--- src/ncp_map.svh ---
// Constants for the numeric coprocessor port block
`ifndef NCP_MAP_SVH
`define NCP_MAP_SVH
`define NCP_OPCODE_PORT_ADDR  32'h8000_00F8
`define NCP_OPERAND_PORT_ADDR 32'h8000_00FC
`define NCP_PIO_LIMIT         32'h0000_FFFF
`define NCP_ADDR_BIT_TWO      2
`define NCP_FAULT_VECTOR      8'h10
`define NCP_COMP_ID_DEFAULT   8'h5A
`define NCP_REV_ID_DEFAULT    8'h00
`define NCP_ID_HI_MSB         15
`define NCP_ID_HI_LSB         8
`define NCP_ID_LO_MSB         7
`define NCP_ID_LO_LSB         0
`define NCP_STRAP_DELAY       4'h4
`endif

--- src/ncp_pkg.sv ---
// Types for the numeric coprocessor port block
package ncp_pkg;
  typedef enum logic [2:0] {
    NCP_ST_STRAP,
    NCP_ST_IDLE,
    NCP_ST_OPCODE,
    NCP_ST_OPERAND,
    NCP_ST_WAIT
  } ncp_state_t;
endpackage : ncp_pkg

--- src/ncp_port.sv ---
// Processor-side numeric coprocessor port with identity value
`timescale 1ns/1ps
`include "ncp_map.svh"
module ncp_port
  import ncp_pkg::*;
#(
  parameter logic [7:0] COMP_ID = `NCP_COMP_ID_DEFAULT, // Arbitrary value
  parameter logic [7:0] REV_ID  = `NCP_REV_ID_DEFAULT
)
(
  // Clock and reset
  input  wire logic        ref_clk,
  input  wire logic        reset_n,
  // Coprocessor status pins, active low busy and error
  input  wire logic        busy_n,
  input  wire logic        error_n,
  input  wire logic        operand_request,
  // Interrupt inputs that break the wait stall
  input  wire logic        nonmaskable_interrupt,
  input  wire logic        maskable_interrupt_request,
  input  wire logic        int_enable,
  // Instruction side
  input  wire logic        esc_start,
  input  wire logic [31:0] esc_opcode,
  input  wire logic        wait_start,
  input  wire logic [31:0] operand_wdata,
  output logic             esc_ready,
  output logic             wait_done,
  output logic             fault_valid,
  output logic [7:0]       fault_vector,
  output logic             protocol_32,
  output logic [15:0]      identity_holding_register,
  // I/O bus cycle request
  output logic             io_req,
  output logic [31:0]      io_addr,
  output logic [31:0]      io_wdata,
  output logic             address_bit_two,
  input  wire logic        io_ack
);
  // ------------------------------------------------------------
  // Pin synchronisation
  // ------------------------------------------------------------
  logic [2:0] pins_sync;
  ncp_sync #(.WIDTH(3)) u_sync
  (
    .ref_clk  (ref_clk),
    .reset_n  (reset_n),
    .async_in ({busy_n, error_n, operand_request}),
    .sync_out (pins_sync)
  );
  wire busy_act  = ~pins_sync[2];
  wire error_act = ~pins_sync[1];
  wire oprq_act  = pins_sync[0];
  // Interrupts already on our clock, no sync needed
  wire int_break = nonmaskable_interrupt | (maskable_interrupt_request & int_enable);

  // ------------------------------------------------------------
  // State
  // ------------------------------------------------------------
  ncp_state_t  state_ff,  nxt_state;
  logic [3:0]  strap_ff,  nxt_strap;
  logic        proto_ff,  nxt_proto;
  logic        fault_ff,  nxt_fault;
  logic        done_ff,   nxt_done;
  logic [31:0] addr_ff,   nxt_addr;
  logic [31:0] wdata_ff,  nxt_wdata;
  logic [15:0] ident_ff,  nxt_ident;

  // Coprocessor idle and error free: may take a new opcode
  wire cp_can_accept = ~busy_act & ~error_act;
  wire in_idle       = (state_ff == NCP_ST_IDLE);
  wire cycle_active  = (state_ff == NCP_ST_OPCODE) | (state_ff == NCP_ST_OPERAND);
  // Error seen once busy is low ends the wait with a fault
  wire wait_fault    = ~busy_act & error_act;

  // Next-state decode
  always_comb
  begin
    nxt_state = state_ff;
    nxt_strap = strap_ff;
    nxt_proto = proto_ff;
    nxt_fault = 1'b0;
    nxt_done  = 1'b0;
    nxt_addr  = addr_ff;
    nxt_wdata = wdata_ff;
    nxt_ident = ident_ff;
    case (state_ff)
      NCP_ST_STRAP:
      begin
        // Let pins settle through the synchroniser before sampling
        nxt_ident = {COMP_ID, REV_ID};
        if (strap_ff != `NCP_STRAP_DELAY)
          nxt_strap = strap_ff + 4'h1;
        else
        begin
          nxt_proto = error_act & ~busy_act;
          nxt_state = NCP_ST_IDLE;
        end
      end
      NCP_ST_IDLE:
      begin
        if (oprq_act)
        begin
          nxt_addr  = `NCP_OPERAND_PORT_ADDR;
          nxt_wdata = operand_wdata;
          nxt_state = NCP_ST_OPERAND;
        end
        else if (esc_start && cp_can_accept)
        begin
          nxt_addr  = `NCP_OPCODE_PORT_ADDR;
          nxt_wdata = esc_opcode;
          nxt_state = NCP_ST_OPCODE;
        end
        else if (wait_start)
          nxt_state = NCP_ST_WAIT;
      end
      NCP_ST_OPCODE, NCP_ST_OPERAND:
      begin
        if (io_ack)
          nxt_state = NCP_ST_IDLE;
      end
      NCP_ST_WAIT:
      begin
        if (!busy_act)
        begin
          nxt_fault = wait_fault;
          nxt_done  = 1'b1;
          nxt_state = NCP_ST_IDLE;
        end
        else if (int_break)
          nxt_state = NCP_ST_IDLE;
      end
      default:
        nxt_state = NCP_ST_IDLE;
    endcase
  end

  // Registers
  always_ff @(posedge ref_clk or negedge reset_n)
  begin
    if (!reset_n)
    begin
      state_ff <= NCP_ST_STRAP;
      strap_ff <= 4'h0;
      proto_ff <= 1'b0;
      fault_ff <= 1'b0;
      done_ff  <= 1'b0;
      addr_ff  <= 32'h0000_0000;
      wdata_ff <= 32'h0000_0000;
      ident_ff <= 16'h0000;
    end
    else
    begin
      state_ff <= nxt_state;
      strap_ff <= nxt_strap;
      proto_ff <= nxt_proto;
      fault_ff <= nxt_fault;
      done_ff  <= nxt_done;
      addr_ff  <= nxt_addr;
      wdata_ff <= nxt_wdata;
      ident_ff <= nxt_ident;
    end
  end

  // ------------------------------------------------------------
  // Outputs
  // ------------------------------------------------------------
  assign esc_ready    = in_idle & cp_can_accept & ~oprq_act;
  assign wait_done    = done_ff;
  assign fault_valid  = fault_ff;
  assign fault_vector = fault_ff ? `NCP_FAULT_VECTOR : 8'h00;
  assign protocol_32  = proto_ff;
  assign identity_holding_register = ident_ff;
  assign io_req       = cycle_active;
  assign io_addr      = addr_ff;
  assign io_wdata     = wdata_ff;
  // Coprocessor command select is tied to this bit on the board
  assign address_bit_two = addr_ff[`NCP_ADDR_BIT_TWO];

  // ------------------------------------------------------------
  // Checks
  // ------------------------------------------------------------
  chk_ident_value: assert property (@(posedge ref_clk) disable iff (!reset_n)
    (state_ff != NCP_ST_STRAP) |-> identity_holding_register == {COMP_ID, REV_ID})
    else $error("identity value wrong");
  chk_rev_param: assert property (@(posedge ref_clk) disable iff (!reset_n)
    in_idle |-> identity_holding_register[7:0] == REV_ID)
    else $error("revision byte wrong");
  chk_opcode_gate: assert property (@(posedge ref_clk) disable iff (!reset_n)
    (in_idle && esc_start && cp_can_accept && !oprq_act) |=> state_ff == NCP_ST_OPCODE)
    else $error("opcode not issued at once");
  chk_port_addr: assert property (@(posedge ref_clk) disable iff (!reset_n)
    io_req |-> (io_addr == `NCP_OPCODE_PORT_ADDR || io_addr == `NCP_OPERAND_PORT_ADDR))
    else $error("bad coprocessor port address");
  chk_above_pio: assert property (@(posedge ref_clk) disable iff (!reset_n)
    io_req |-> io_addr > `NCP_PIO_LIMIT)
    else $error("port inside programmed I/O range");
  chk_cmd_select: assert property (@(posedge ref_clk) disable iff (!reset_n)
    (state_ff == NCP_ST_OPCODE) |-> !address_bit_two)
    else $error("opcode cycle with bit two set");
  chk_wait_hold: assert property (@(posedge ref_clk) disable iff (!reset_n)
    (state_ff == NCP_ST_WAIT && busy_act && !int_break) |=> state_ff == NCP_ST_WAIT)
    else $error("wait left while busy");
  chk_wait_fault: assert property (@(posedge ref_clk) disable iff (!reset_n)
    (state_ff == NCP_ST_WAIT && !busy_act) |=> (wait_done && fault_valid == $past(error_act)))
    else $error("wait fault mismatch");
  chk_strap_sample: assert property (@(posedge ref_clk) disable iff (!reset_n)
    (state_ff == NCP_ST_STRAP && nxt_state == NCP_ST_IDLE) |=>
      protocol_32 == $past(error_act & ~busy_act))
    else $error("protocol strap wrong");
  chk_operand_move: assert property (@(posedge ref_clk) disable iff (!reset_n)
    (in_idle && oprq_act) |=> (state_ff == NCP_ST_OPERAND && address_bit_two))
    else $error("operand request not served");
endmodule : ncp_port

--- src/ncp_sync.sv ---
// Two-flop synchroniser for the coprocessor status pins
`timescale 1ns/1ps
`include "ncp_map.svh"
module ncp_sync
#(
  parameter int WIDTH = 3
)
(
  // Clock and reset
  input  wire logic             ref_clk,
  input  wire logic             reset_n,
  // Pin side
  input  wire logic [WIDTH-1:0] async_in,
  // Clock domain side
  output logic      [WIDTH-1:0] sync_out
);
  logic [WIDTH-1:0] meta_ff;
  logic [WIDTH-1:0] sync_ff;

  // Refuse an empty bus at elaboration, not at run time
  if (WIDTH < 1)
  begin : g_bad_width
    $error("ncp_sync: WIDTH must be at least 1");
  end

  // First stage only feeds second stage
  always_ff @(posedge ref_clk or negedge reset_n)
  begin
    if (!reset_n)
    begin
      meta_ff <= '0;
      sync_ff <= '0;
    end
    else
    begin
      meta_ff <= async_in;
      sync_ff <= meta_ff;
    end
  end

  assign sync_out = sync_ff;
endmodule : ncp_sync

--- config.mk ---
export PLATFORM = sky130hd
export DESIGN_NAME = ncp_port
export DESIGN_NICKNAME = d
export VERILOG_FILES = /design/src/ncp_pkg.sv /design/src/ncp_port.sv /design/src/ncp_sync.sv
export VERILOG_INCLUDE_DIRS = /design/src /design/src/src
export SDC_FILE = /design/constraint.sdc
export NUM_CORES = 1
export LEC_CHECK = 0
export BUFFER_PORTS_ARGS = -buffer_cell sky130_fd_sc_hd__buf_2
export CAP_MARGIN = 20
export CORE_ASPECT_RATIO = 0.5
export CORE_MARGIN = 2
export CORE_UTILIZATION = 39
export DETAILED_ROUTE_END_ITERATION = 12
export PLACE_DENSITY_LB_ADDON = 0.05
export RECOVER_POWER = 50
export SLEW_MARGIN = 20
export SYNTH_ARGS = -nofsm -noshare
export SYNTH_HDL_FRONTEND = slang
export SYNTH_SLANG_ARGS = --single-unit
--- constraint.sdc ---
create_clock -name ref_clk -period 1.3 [get_ports ref_clk]
set_clock_uncertainty 0.05 [all_clocks]
set_input_delay 0 -clock ref_clk [delete_from_list [all_inputs] [get_ports ref_clk]]
set_output_delay 0 -clock ref_clk [all_outputs]
set_load 0.005 [all_outputs]
# Word-level counts from Yosys, hierarchy flattened
# Cells that the tools add are included.
# op_classes
n_mux,17
eq_ne,9
n_reduce_logical,8
bitwise_logic,10
n_addsub,1
# ops
op,count
$mux W32,4
$mux W3,7
$pmux W3 S4,1
$eq A3 B2 Y1 const B,2
$reduce_and A2 Y1,3
$and A1 B1 Y1,5
$mux W5,1
$add A4 B1 Y4 const B,1
$mux W1,4
$ne A2 B2 Y1 const B,2
$ne A4 B2 Y1 const B,1
$ne A4 B3 Y1 const B,1
$reduce_and A4 Y1,1
$eq A3 B1 Y1 const B,1
$eq A3 B3 Y1 const B,1
$logic_not A3 Y1,1
$ne A3 B2 Y1 const B,1
$not A1 Y1,3
$or A1 B1 Y1,2
$reduce_bool A2 Y1,1
$reduce_or A2 Y1,1
$logic_and A1 B1 Y1,1
# totals
register_bits,81
out_inout_bits,94
elab_cells,55
in_bits,75

# Logic depth before layout (Yosys ltp)
# Gate-level depths: netlist of the first run.
# logic_depth
ltp_word,5
mapped_depth,6
mapped_depth_nobuf,6

# Modules after synthesis
# A second synthesis of the first run with hierarchy kept.
# unflattened
hier_cells,225
area_unflattened_um2,2785.2
# by_module_without_submodules
mod,n_inst,cells_per_inst,seq_area_each_um2,area_per_inst_um2
ncp_port,1,219,1126.1,2635.0
ncp_sync,1,6,150.1,150.1

# Least setup slack after synthesis of the first run
# OpenSTA, ideal clock, no wires.
# synth_timing
path_type,register to register
startpoint,register strap_ff[0]
endpoint,register strap_ff[3]
required_ns,1.127
setup_ns,0.123
path_slack_ns,-0.076
synth_period_minus_slack_ns,1.376
path_stages_with_launch,7
arrival_ns,1.203
n_path_buf,0
cell_sequence,dfrtp_1 inv_1 ha_1 nand3b_1 and2_0 nand4_1 xnor2_1
# synth_between
elab_chain_cells,2
word_cells_on_any_way,3
classes_between,1 x add/sub; 1 x eq/ne; 1 x reduce/logical
# synth_rtl
element,line_no,text
start: declaration,ncp_port.sv:61,"logic [3:0] strap_ff, nxt_strap;"
start signal: assignment,ncp_port.sv:155,strap_ff <= nxt_strap;
"parallel branches: the longest is 2 deep, another holds $add A4 B1 Y4",-,
# Parallel ways; which one is timed is not known.
# A chain may end at the register's enable or synchronous reset.

# Worst setup path in the final report of the first run
# layout_timing
startpoint,register state_ff[2]
endpoint,"register wdata_ff[25], in the netlist io_wdata[25]"
# layout_between
elab_chain_cells,2
# layout_rtl
element,line_no,text
start: declaration,ncp_port.sv:60,"ncp_state_t state_ff, nxt_state;"
start signal: assignment,ncp_port.sv:154,state_ff <= nxt_state;
$eq A3 B1 Y1,ncp_port.sv:87,case (state_ff)
$reduce_and A2 Y1 (no source line),-,
end signal: assignment,ncp_port.sv:160,wdata_ff <= nxt_wdata;
end: declaration,ncp_port.sv:66,"logic [31:0] wdata_ff, nxt_wdata;"
# No other way between the ends.

==> metrics.cfg, run 1 <==
[yosys]
yosys-top-cells-count=buf_4 (56), dfrtp_1 (51), nor2_1 (34)
seq_area_frac_synth_pct=47.7
synth-main-ff-cell=dfrtp_1
synth_top_area_cell=dfrtp_1
synth_most_common_cell=buf_4
syn_inst=256
synth_cell_types=30
postSynth.asyncResetShare_pct=100
synth_edf_count=0
ys_ff_latch=51
yosysTopAreaCellShare_pct=47.7
synth_warnings=0
synth_area_leaders=dfrtp_1 (48%), buf_4 (16%), mux2i_1 (12%), nor2_1 (4.8%), a21oi_1 (4.5%)
avgSynthCellArea_sq_um=10.5
syn_area_sq_um=2680

[clock_network]
cts-root-buf=clkbuf_16
htree_num_levels=2
ctsLongestPathBuffers=2
clock_sinks=51
cts_tree=done
worstSkewPairLatency_ps=290
clk_pin_slew_ps=70
cts_buffers=5

[die]
row_count=21
start_util_pct=40.1
chipWidth_microns=121
core-area_sq_um=6670
io_pins=169
dieArea_sq_um=7580
die_y_microns=62.6

[critical_path]
r2r_slack_ps=-160
critPathLaunchType=flip-flop
slowest_stage=dfrtp_2
required_ps=1470
path_delay_family=buffers and inverters
cpPeakStageDelay_ps=420
crit_buf_inv=3
worstSetupPathDepth=7
cp-end-kind=flip-flop
worstRegToRegCells=7
crit_fanout=8
crit_path_cell_trace=nor3b_4 -> buf_4 -> o21a_4 -> buf_12 -> buf_16 -> nor2_4 -> a21oi_2
crit_type=flip-flop to flip-flop
cp.arrival_ps=1640

[sta]
finalMaxSlewViolations=0
max_freq_mhz=683
finalHoldViolCount=1
setup_viol=41
worst_pin_slew_ps=689
fin_crit_ps=1460
fin_ws_ps=-163
whs_ps=-14.4
slew_headroom_pct=54.1
rsz0062_at_grt=true
fin_crit_sh_pct=113

[finish]
fin_util_pct=66.4
area_growth_pct=65.5
nNetsFinal=542
diodes=0
drive_above_1_share_pct=45.3

[global_route]
overflow=0
grt_max_degree=52
track_usage_pct=18.9
grt_pass1_vias=2532
antenna_found_initial=0
grt_first_pass_wirelength_mm=11.3

[route]
vias=2409
initialDrtViolationCount=120
postRouteAntennaNets=0
vias_per_cell=4.32
routed_wl_mm=7.03
drc=0
first_pass_iters=4
routedWlPerCell_microns=12.6

[power]
p_leak_uw=0.00216
p_per_area_nw_per_um2=1610
irDropWorstVdd_v=0.000844

[outcome]
status=finished, violations left
violations=hold timing, setup timing

[hold_path]
hold_class=primary input to flip-flop
hold-path-cell-count=3

[placement]
place_congestion=0.784
dpl.hpwl_mm=3.95
port_buffers=124

[run]
maxCapViolCount=0

==> worst reg2reg max path: stages, from the launching register on <==
cell and delay [ps]:
dfrtp_2 420, nor3b_4 220, buf_4 150, o21a_4 170, buf_12 130, buf_16 140, nor2_4 40, a21oi_2 100
==> cell usage in the layout (no fill, tap or decap), types with 3 or more instances in the layout <==
master,count
a21oi_1,16
a21oi_2,16
buf_12,4
buf_2,123
buf_4,22
buf_6,4
clkbuf_16,5
conb_1,44
dfrtp_1,49
dlygate4sd3_1,68
mux2i_1,32
nand2_1,3
nor2_1,24
nor2_2,6
nor2_4,4
xnor2_1,3
==> area by class of cell <==
type                       instances  area (sq um)
fill                             536          2240
timing repair buffer             224          1650
sequential                        51          1280
multi-input combinational        180          1240
clock buffer                       7           133
tap                               92           115
inverter                           3          11.3
clock inverter                     1          5.00
==> power breakdown <==
group          switching, uW  internal, uW
clock                    568           713
sequential               358          2160
combinational           1500          1820
==> metal layers <==
metal  share of wire (%)  wire length, microns  vias up  GRT usage, %
li1                    -                     -     1178             -
met1                  41                  2870     1119          21.3
met2                  52                  3630      100          34.8
met3                 5.8                   408       12          4.65
met4                 1.7                   119        0          7.04
met5                   0                     0        -             0
==> cell families (layout without fill, tap and decap cells) <==
kind of cell | after synthesis | count (layout) | synth area share (%)
adder cells (fa/ha/maj) | 2 | 2 | 0.935
AO/OA/AOI/OAI | 43 | 43 | 9.82
XOR/XNOR | 3 | 3 | 0.982
flip-flops | 51 | 51 | 47.7
buffers and inverters | 68 | 235 | 18.5
other | 1 | 44 | 0.140
multiplexers | 32 | 32 | 12.0
AND/OR/NAND/NOR | 56 | 56 | 9.96
==> flip-flops by register name (all words and copies together), names as in the netlist <==
register,cells
state_ff,3
u_sync.sync_out,3
u_sync.meta_ff,3
wait_done,1
fault_valid,1
io_wdata,32
io_addr,2
strap_ff,4
identity_holding_register,1
protocol_32,1
==> metrics by stage <==
step,setup WS (ps),total power (uW),TNS (ps),std cells,cell area [sq um]
3_5_place_dp,-116,4940,-2270,466,3300
5_1_grt,-248,7630,-7790,558,4430
3_3_place_gp,-76.7,4890,-1000,466,3300
4_1_cts,-144,6990,-4480,556,4360
2_1_floorplan,-30.7,4050,-656,299,2880
6_report,-163,7120,-4700,558,4430
==> final timing paths <==
path | startpoint | endpoint
worst max-delay path | state_ff[2] | io_wdata[25]
worst min-delay path | operand_wdata[19] | io_wdata[19]
worst max register to register | state_ff[2] | io_wdata[25]
worst min register to register | u_sync.meta_ff[0] | u_sync.sync_out[0]
max in group asynchronous | reset_n | state_ff[2]
min in group asynchronous | reset_n | io_wdata[29]
==> what timing repair did <==
| item | 4_1_cts | 5_1_grt |
|---|---|---|
| hold buffers | 67 | 1 |
| pin swaps | 4 | 9 |
| endpoints found under the hold margin | 86 | 1 |
| endpoints found under the setup margin | 42 | 45 |
| resized for setup | 28 | 17 |
| buffers inserted | 13 | 2 |
| gates cloned | 2 | 0 |
Power figures use the tool's default switching activity.
==> run 2: changes to the inputs <==
- SETUP_SLACK_MARGIN: default -> 0.05
==> run 2 against run 1 <==
Compared with the run above: the run still ends with hold timing, setup timing left; first-iteration DRC count shrank 10%; sequential power grew 3%; critical path type unchanged; highest routed layer unchanged; setup slack lost 53 ps.
==> metrics.cfg, run 2 (synthesis gave the netlist of run 1 again) <==
[outcome]
status=finished, violations left
violations=hold timing, setup timing

[clock_network]
worstSkewPairLatency_ps=290  ; about the same
cts_buffers=5  ; unchanged
ctsLongestPathBuffers=2  ; unchanged
htree_num_levels=2  ; unchanged
clock_sinks=51  ; unchanged
cts_tree=done
clk_pin_slew_ps=70  ; about the same
cts-root-buf=clkbuf_16

[finish]
multi_input_comb_area_sq_um=1310  ; +5.7%
fin_util_pct=67.3  ; +0.97 points
layout_commonest_cell=buf_2
largest_reg_flops=32  ; unchanged
nNetsFinal=538  ; -0.74%
area_growth_pct=67.9
final_cell_mix=buf_2 (122), dlygate4sd3_1 (60), dfrtp_1 (49)
diodes=0  ; unchanged
drive_above_1_share_pct=49.4  ; +4.1 points
fillers=524  ; -2.2%
regArea_sq_um=1280  ; unchanged

[placement]
port_buffers=124  ; unchanged
place_congestion=0.737  ; -6.1%
dpl.hpwl_mm=4.30  ; +8.9%

[sta]
rsz0062_at_grt=true
setup_tns_ps=-4810  ; -111 ps
fin_crit_ps=1520  ; +52.9 ps
setup_viol=40  ; -2.4%
fin_ws_ps=-216  ; -52.9 ps
worst_pin_slew_ps=897  ; +208 ps
max_freq_mhz=660  ; -3.5%
fin_crit_sh_pct=117  ; +4.1 points
whs_ps=-9.22  ; +5.17 ps
slew_headroom_pct=40.2  ; -14 points
finalHoldViolCount=2  ; +1
finalMaxSlewViolations=0  ; unchanged

[route]
first_pass_iters=4  ; unchanged
routed_wl_mm=7.74  ; +10%
routedWlPerCell_microns=14.0  ; +11%
postRouteAntennaNets=0  ; unchanged
drc=0  ; unchanged
vias_per_cell=4.52  ; +4.8%
vias=2506  ; +4.0%
initialDrtViolationCount=108  ; -10%

[critical_path]
crit_type=flip-flop to flip-flop
worstRegToRegCells=6  ; -1
cp.arrival_ps=1670  ; +30 ps
required_ps=1450  ; -20 ps
cp-end-kind=flip-flop
crit_fanout=8  ; unchanged
critPathLaunchType=flip-flop

[die]
row_count=21  ; unchanged
core-area_sq_um=6670  ; unchanged
die_y_microns=62.6  ; unchanged
dieArea_sq_um=7580  ; unchanged
io_pins=169  ; unchanged
start_util_pct=40.1  ; unchanged
chipWidth_microns=121  ; unchanged

[global_route]
track_usage_pct=18.2  ; -0.74 points
grt_pass1_vias=2402  ; -5.1%
overflow=0  ; unchanged
grt_first_pass_wirelength_mm=10.9  ; -3.0%
grt_max_degree=35  ; -33%
antenna_found_initial=0  ; unchanged

[power]
p_per_area_nw_per_um2=1700  ; +6.0%
irDropWorstVdd_v=0.000852  ; +1.0%
p_leak_uw=0.00216  ; +0.16%

[run]
maxCapViolCount=0  ; unchanged

[hold_path]
hold-path-cell-count=3  ; unchanged
hold_class=primary input to flip-flop

## run 2: power breakdown
part / total, uW / switching, uW / internal (uW)
logic: 3770 / 1710 / 2050
clock network: 1290 / 574 / 712
registers: 2600 / 437 / 2170
## run 2: per-stage QoR
| step | hold WS [ps] | cell area (sq um) | setup slack (ps) | std cells | power (uW) |
|---|---|---|---|---|---|
| floorplan | -346 | 2880 | -35.1 | 299 | 4060 |
| global placement | -106 | 3310 | -59.7 | 467 | 4910 |
| detailed placement | -102 | 3310 | -84.7 | 467 | 4970 |
| CTS | 0.194 | 4120 | -139 | 540 | 6560 |
| global route | 6.80 | 4490 | -305 | 554 | 8150 |
| finish | -9.22 | 4490 | -216 | 554 | 7660 |
## run 2: worst paths after layout
kind,start,to,slack (ps)
setup reg to reg,state_ff[1],io_wdata[4],-220
max in group asynchronous,reset_n,io_wdata[2],170
hold reg to reg,u_sync.meta_ff[2],u_sync.sync_out[2],300
hold / removal,esc_opcode[18],io_wdata[18],-9
setup / recovery,state_ff[1],io_wdata[4],-220
min in group asynchronous,reset_n,io_wdata[27],300
## run 2: cell type report
| type | instances | area share [%] |
|---|---|---|
| clock inverters | 2 | 0.278 |
| inverters | 3 | 0.251 |
| multi-input cells | 181 | 29.1 |
| clock buffers | 6 | 2.87 |
| flip-flops and latches | 51 | 28.5 |
| well taps | 92 | 2.56 |
| repair buffers | 219 | 36.5 |
## run 2: critical path, cell delays in order, from the launching register on
cell and delay [ps]:
dfrtp_1 420, nor3b_4 230, buf_6 140, o21a_4 210, clkbuf_16 200, nor2_2 40
a21oi_1 150
## run 2: repair_timing
action	4_1_cts	5_1_grt
setup buffers	5	6
hold buffers	60	0
endpoints found under the setup margin	41	44
pin swaps	2	8
hold endpoints to repair	84	0
gates cloned	0	8
gates resized for setup	10	49
## run 2: per-layer routing
layer	track usage (%)	routed length [microns]	part of all wire, %
met5	0	0	0
met4	5.75	109	1.4
met1	20.8	3130	40
met2	33.1	3990	52
met3	4.93	507	6.6
==> run 3: changes to the inputs <==
- HOLD_SLACK_MARGIN: default -> 0.05
- REMOVE_ABC_BUFFERS: default -> 1
==> run 3 against run 2 <==
Compared with the run above: the run ends with setup timing left; largest power group unchanged; final cell count up 1.1%; via count down 1.8%; clock power up 7%; total power down 6.3%; cell area down 1.4%; routed wire length down 7.9%; register-to-register slack better by 30 ps; die area unchanged; sequential cell count unchanged.
==> metrics.cfg, run 3 (synthesis gave the netlist of run 1 again) <==
[outcome]
status=finished, violations left
violations=setup timing

[clock_network]
clk_pin_slew_ps=70  ; about the same
htree_num_levels=2  ; unchanged
clock_sinks=51  ; unchanged
cts_tree=done
cts-root-buf=clkbuf_16
ctsLongestPathBuffers=2  ; unchanged
cts_buffers=5  ; unchanged
worstSkewPairLatency_ps=280  ; about the same

[critical_path]
required_ps=1250  ; -200 ps
crit_path_cell_trace=nor3b_4 -> buf_4 -> nor2b_4 -> and3_4 -> buf_6
crit_fanout=2  ; -6
cpPeakStageDelay_ps=410  ; about the same
slowest_stage=dfrtp_1
worstSetupPathDepth=5  ; -1
crit_buf_inv=2  ; unchanged
cp.arrival_ps=1460  ; -210 ps
worstRegToRegCells=6  ; unchanged
crit_start=state_ff[2]
path_delay_family=simple AND/OR/NAND/NOR gates
r2r_start=state_ff[2]
cp-end-kind=primary output
crit_type=flip-flop to primary output
critPathLaunchType=flip-flop

[route]
initialDrtViolationCount=84  ; -22%
routed_wl_mm=7.13  ; -7.9%
drc=0  ; unchanged
first_pass_iters=4  ; unchanged
postRouteAntennaNets=0  ; unchanged
vias=2460  ; -1.8%
vias_per_cell=4.39  ; -2.9%
routedWlPerCell_microns=12.7  ; -8.9%

[global_route]
grt_max_degree=43  ; +23%
grt_first_pass_wirelength_mm=11.1  ; +1.8%
track_usage_pct=18.6  ; +0.38 points
overflow=0  ; unchanged
antenna_found_initial=0  ; unchanged
grt_pass1_vias=2448  ; +1.9%

[hold_path]
hold_path_startpoint=io_ack
hold_class=primary input to flip-flop
hold-path-cell-count=4  ; +1

[sta]
fin_ws_ps=-207  ; +8.60 ps
setup_tns_ps=-5260  ; -444 ps
setup_viol=40  ; unchanged
finalMaxSlewViolations=0  ; unchanged
fin_crit_sh_pct=116  ; -0.66 points
max_freq_mhz=663  ; +0.57%
whs_ps=164  ; +173 ps
rsz0062_at_grt=true
slew_headroom_pct=49.0  ; +8.8 points
worst_pin_slew_ps=765  ; -132 ps
fin_crit_ps=1510  ; -8.60 ps
finalHoldViolCount=0  ; -2

[placement]
dpl.hpwl_mm=4.12  ; -4.2%
place_congestion=0.759  ; +3.1%
place_inst=469  ; +0.43%
port_buffers=124  ; unchanged
place_ws_ps=-144  ; -58.8 ps

[die]
start_util_pct=40.1  ; unchanged
core-area_sq_um=6670  ; unchanged
dieArea_sq_um=7580  ; unchanged
io_pins=169  ; unchanged
row_count=21  ; unchanged
chipWidth_microns=121  ; unchanged
die_y_microns=62.6  ; unchanged

[power]
p_per_area_nw_per_um2=1620  ; -5.0%
p_leak_uw=0.00219  ; +0.97%
irDropWorstVdd_v=0.000770  ; -9.7%
finalPower_uw=7170  ; -6.3%

[finish]
final_cell_mix=buf_2 (122), dlygate4sd3_1 (69), dfrtp_1 (50)
final_cells=560  ; +1.1%
largest_reg_flops=32  ; unchanged
multi_input_comb_area_sq_um=1210  ; -7.6%
diodes=0  ; unchanged
layout_commonest_cell=buf_2
area_growth_pct=65.5
nNetsFinal=544  ; +1.1%
regArea_sq_um=1280  ; about the same
drive_above_1_share_pct=42.9  ; -6.4 points
fillers=540  ; +3.1%

[run]
maxCapViolCount=0  ; unchanged

## run 3: worst paths after layout
check                           slack, ps            endpoint
worst max-delay path                 -210           esc_ready
worst min-delay path                  160         state_ff[2]
worst max register to register       -190        io_wdata[23]
worst min register to register        300  u_sync.sync_out[0]
max in group asynchronous             280  u_sync.sync_out[0]
min in group asynchronous             280        io_wdata[24]
## run 3: cell type report
| cell class | count | share of cell area [%] |
|---|---|---|
| clock buffer | 7 | 3.45 |
| sequential | 51 | 28.8 |
| timing repair buffer | 226 | 37.4 |
| inverter | 3 | 0.254 |
| clock inverter | 1 | 0.169 |
| tap | 92 | 2.60 |
| multi-input combinational | 180 | 27.3 |
## run 3: repair_timing
| item | in CTS | in global routing |
|---|---|---|
| setup endpoints to repair | 43 | 46 |
| hold endpoints to repair | 88 | 0 |
| hold buffers | 69 | 0 |
| pin swaps | 6 | 8 |
| buffers inserted | 11 | 2 |
| cloned | 1 | 2 |
| resized for setup | 26 | 23 |
## run 3: power breakdown
group	internal, uW	switching [uW]
combinational	1790	1520
sequential	2160	324
clock	819	563
total	4770	2400
## run 3: per-stage QoR
step           util, %  instance area (sq um)
2_1_floorplan        -                   2350
3_3_place_gp      49.0                   3270
3_5_place_dp      49.0                   3270
4_1_cts           64.7                   4320
5_1_grt           66.4                   4430
6_report          66.4                   4430
## run 3: layer usage
layer	GRT usage (%)	vias up	share of wire [%]
met5	0	-	0
met4	5.17	0	1.6
met3	5.11	10	6.0
met2	34.3	103	52
met1	21.0	1165	40
li1	-	1182	-
## run 3: worst reg2reg max path: cells and delay by family, from the launching register on
kind | cells | cell delay (ps)
AOI/OAI and AO/OA | 2 | 310
buffers and inverters | 2 | 370
DFF | 1 | 410
and+or+nand+nor | 2 | 270
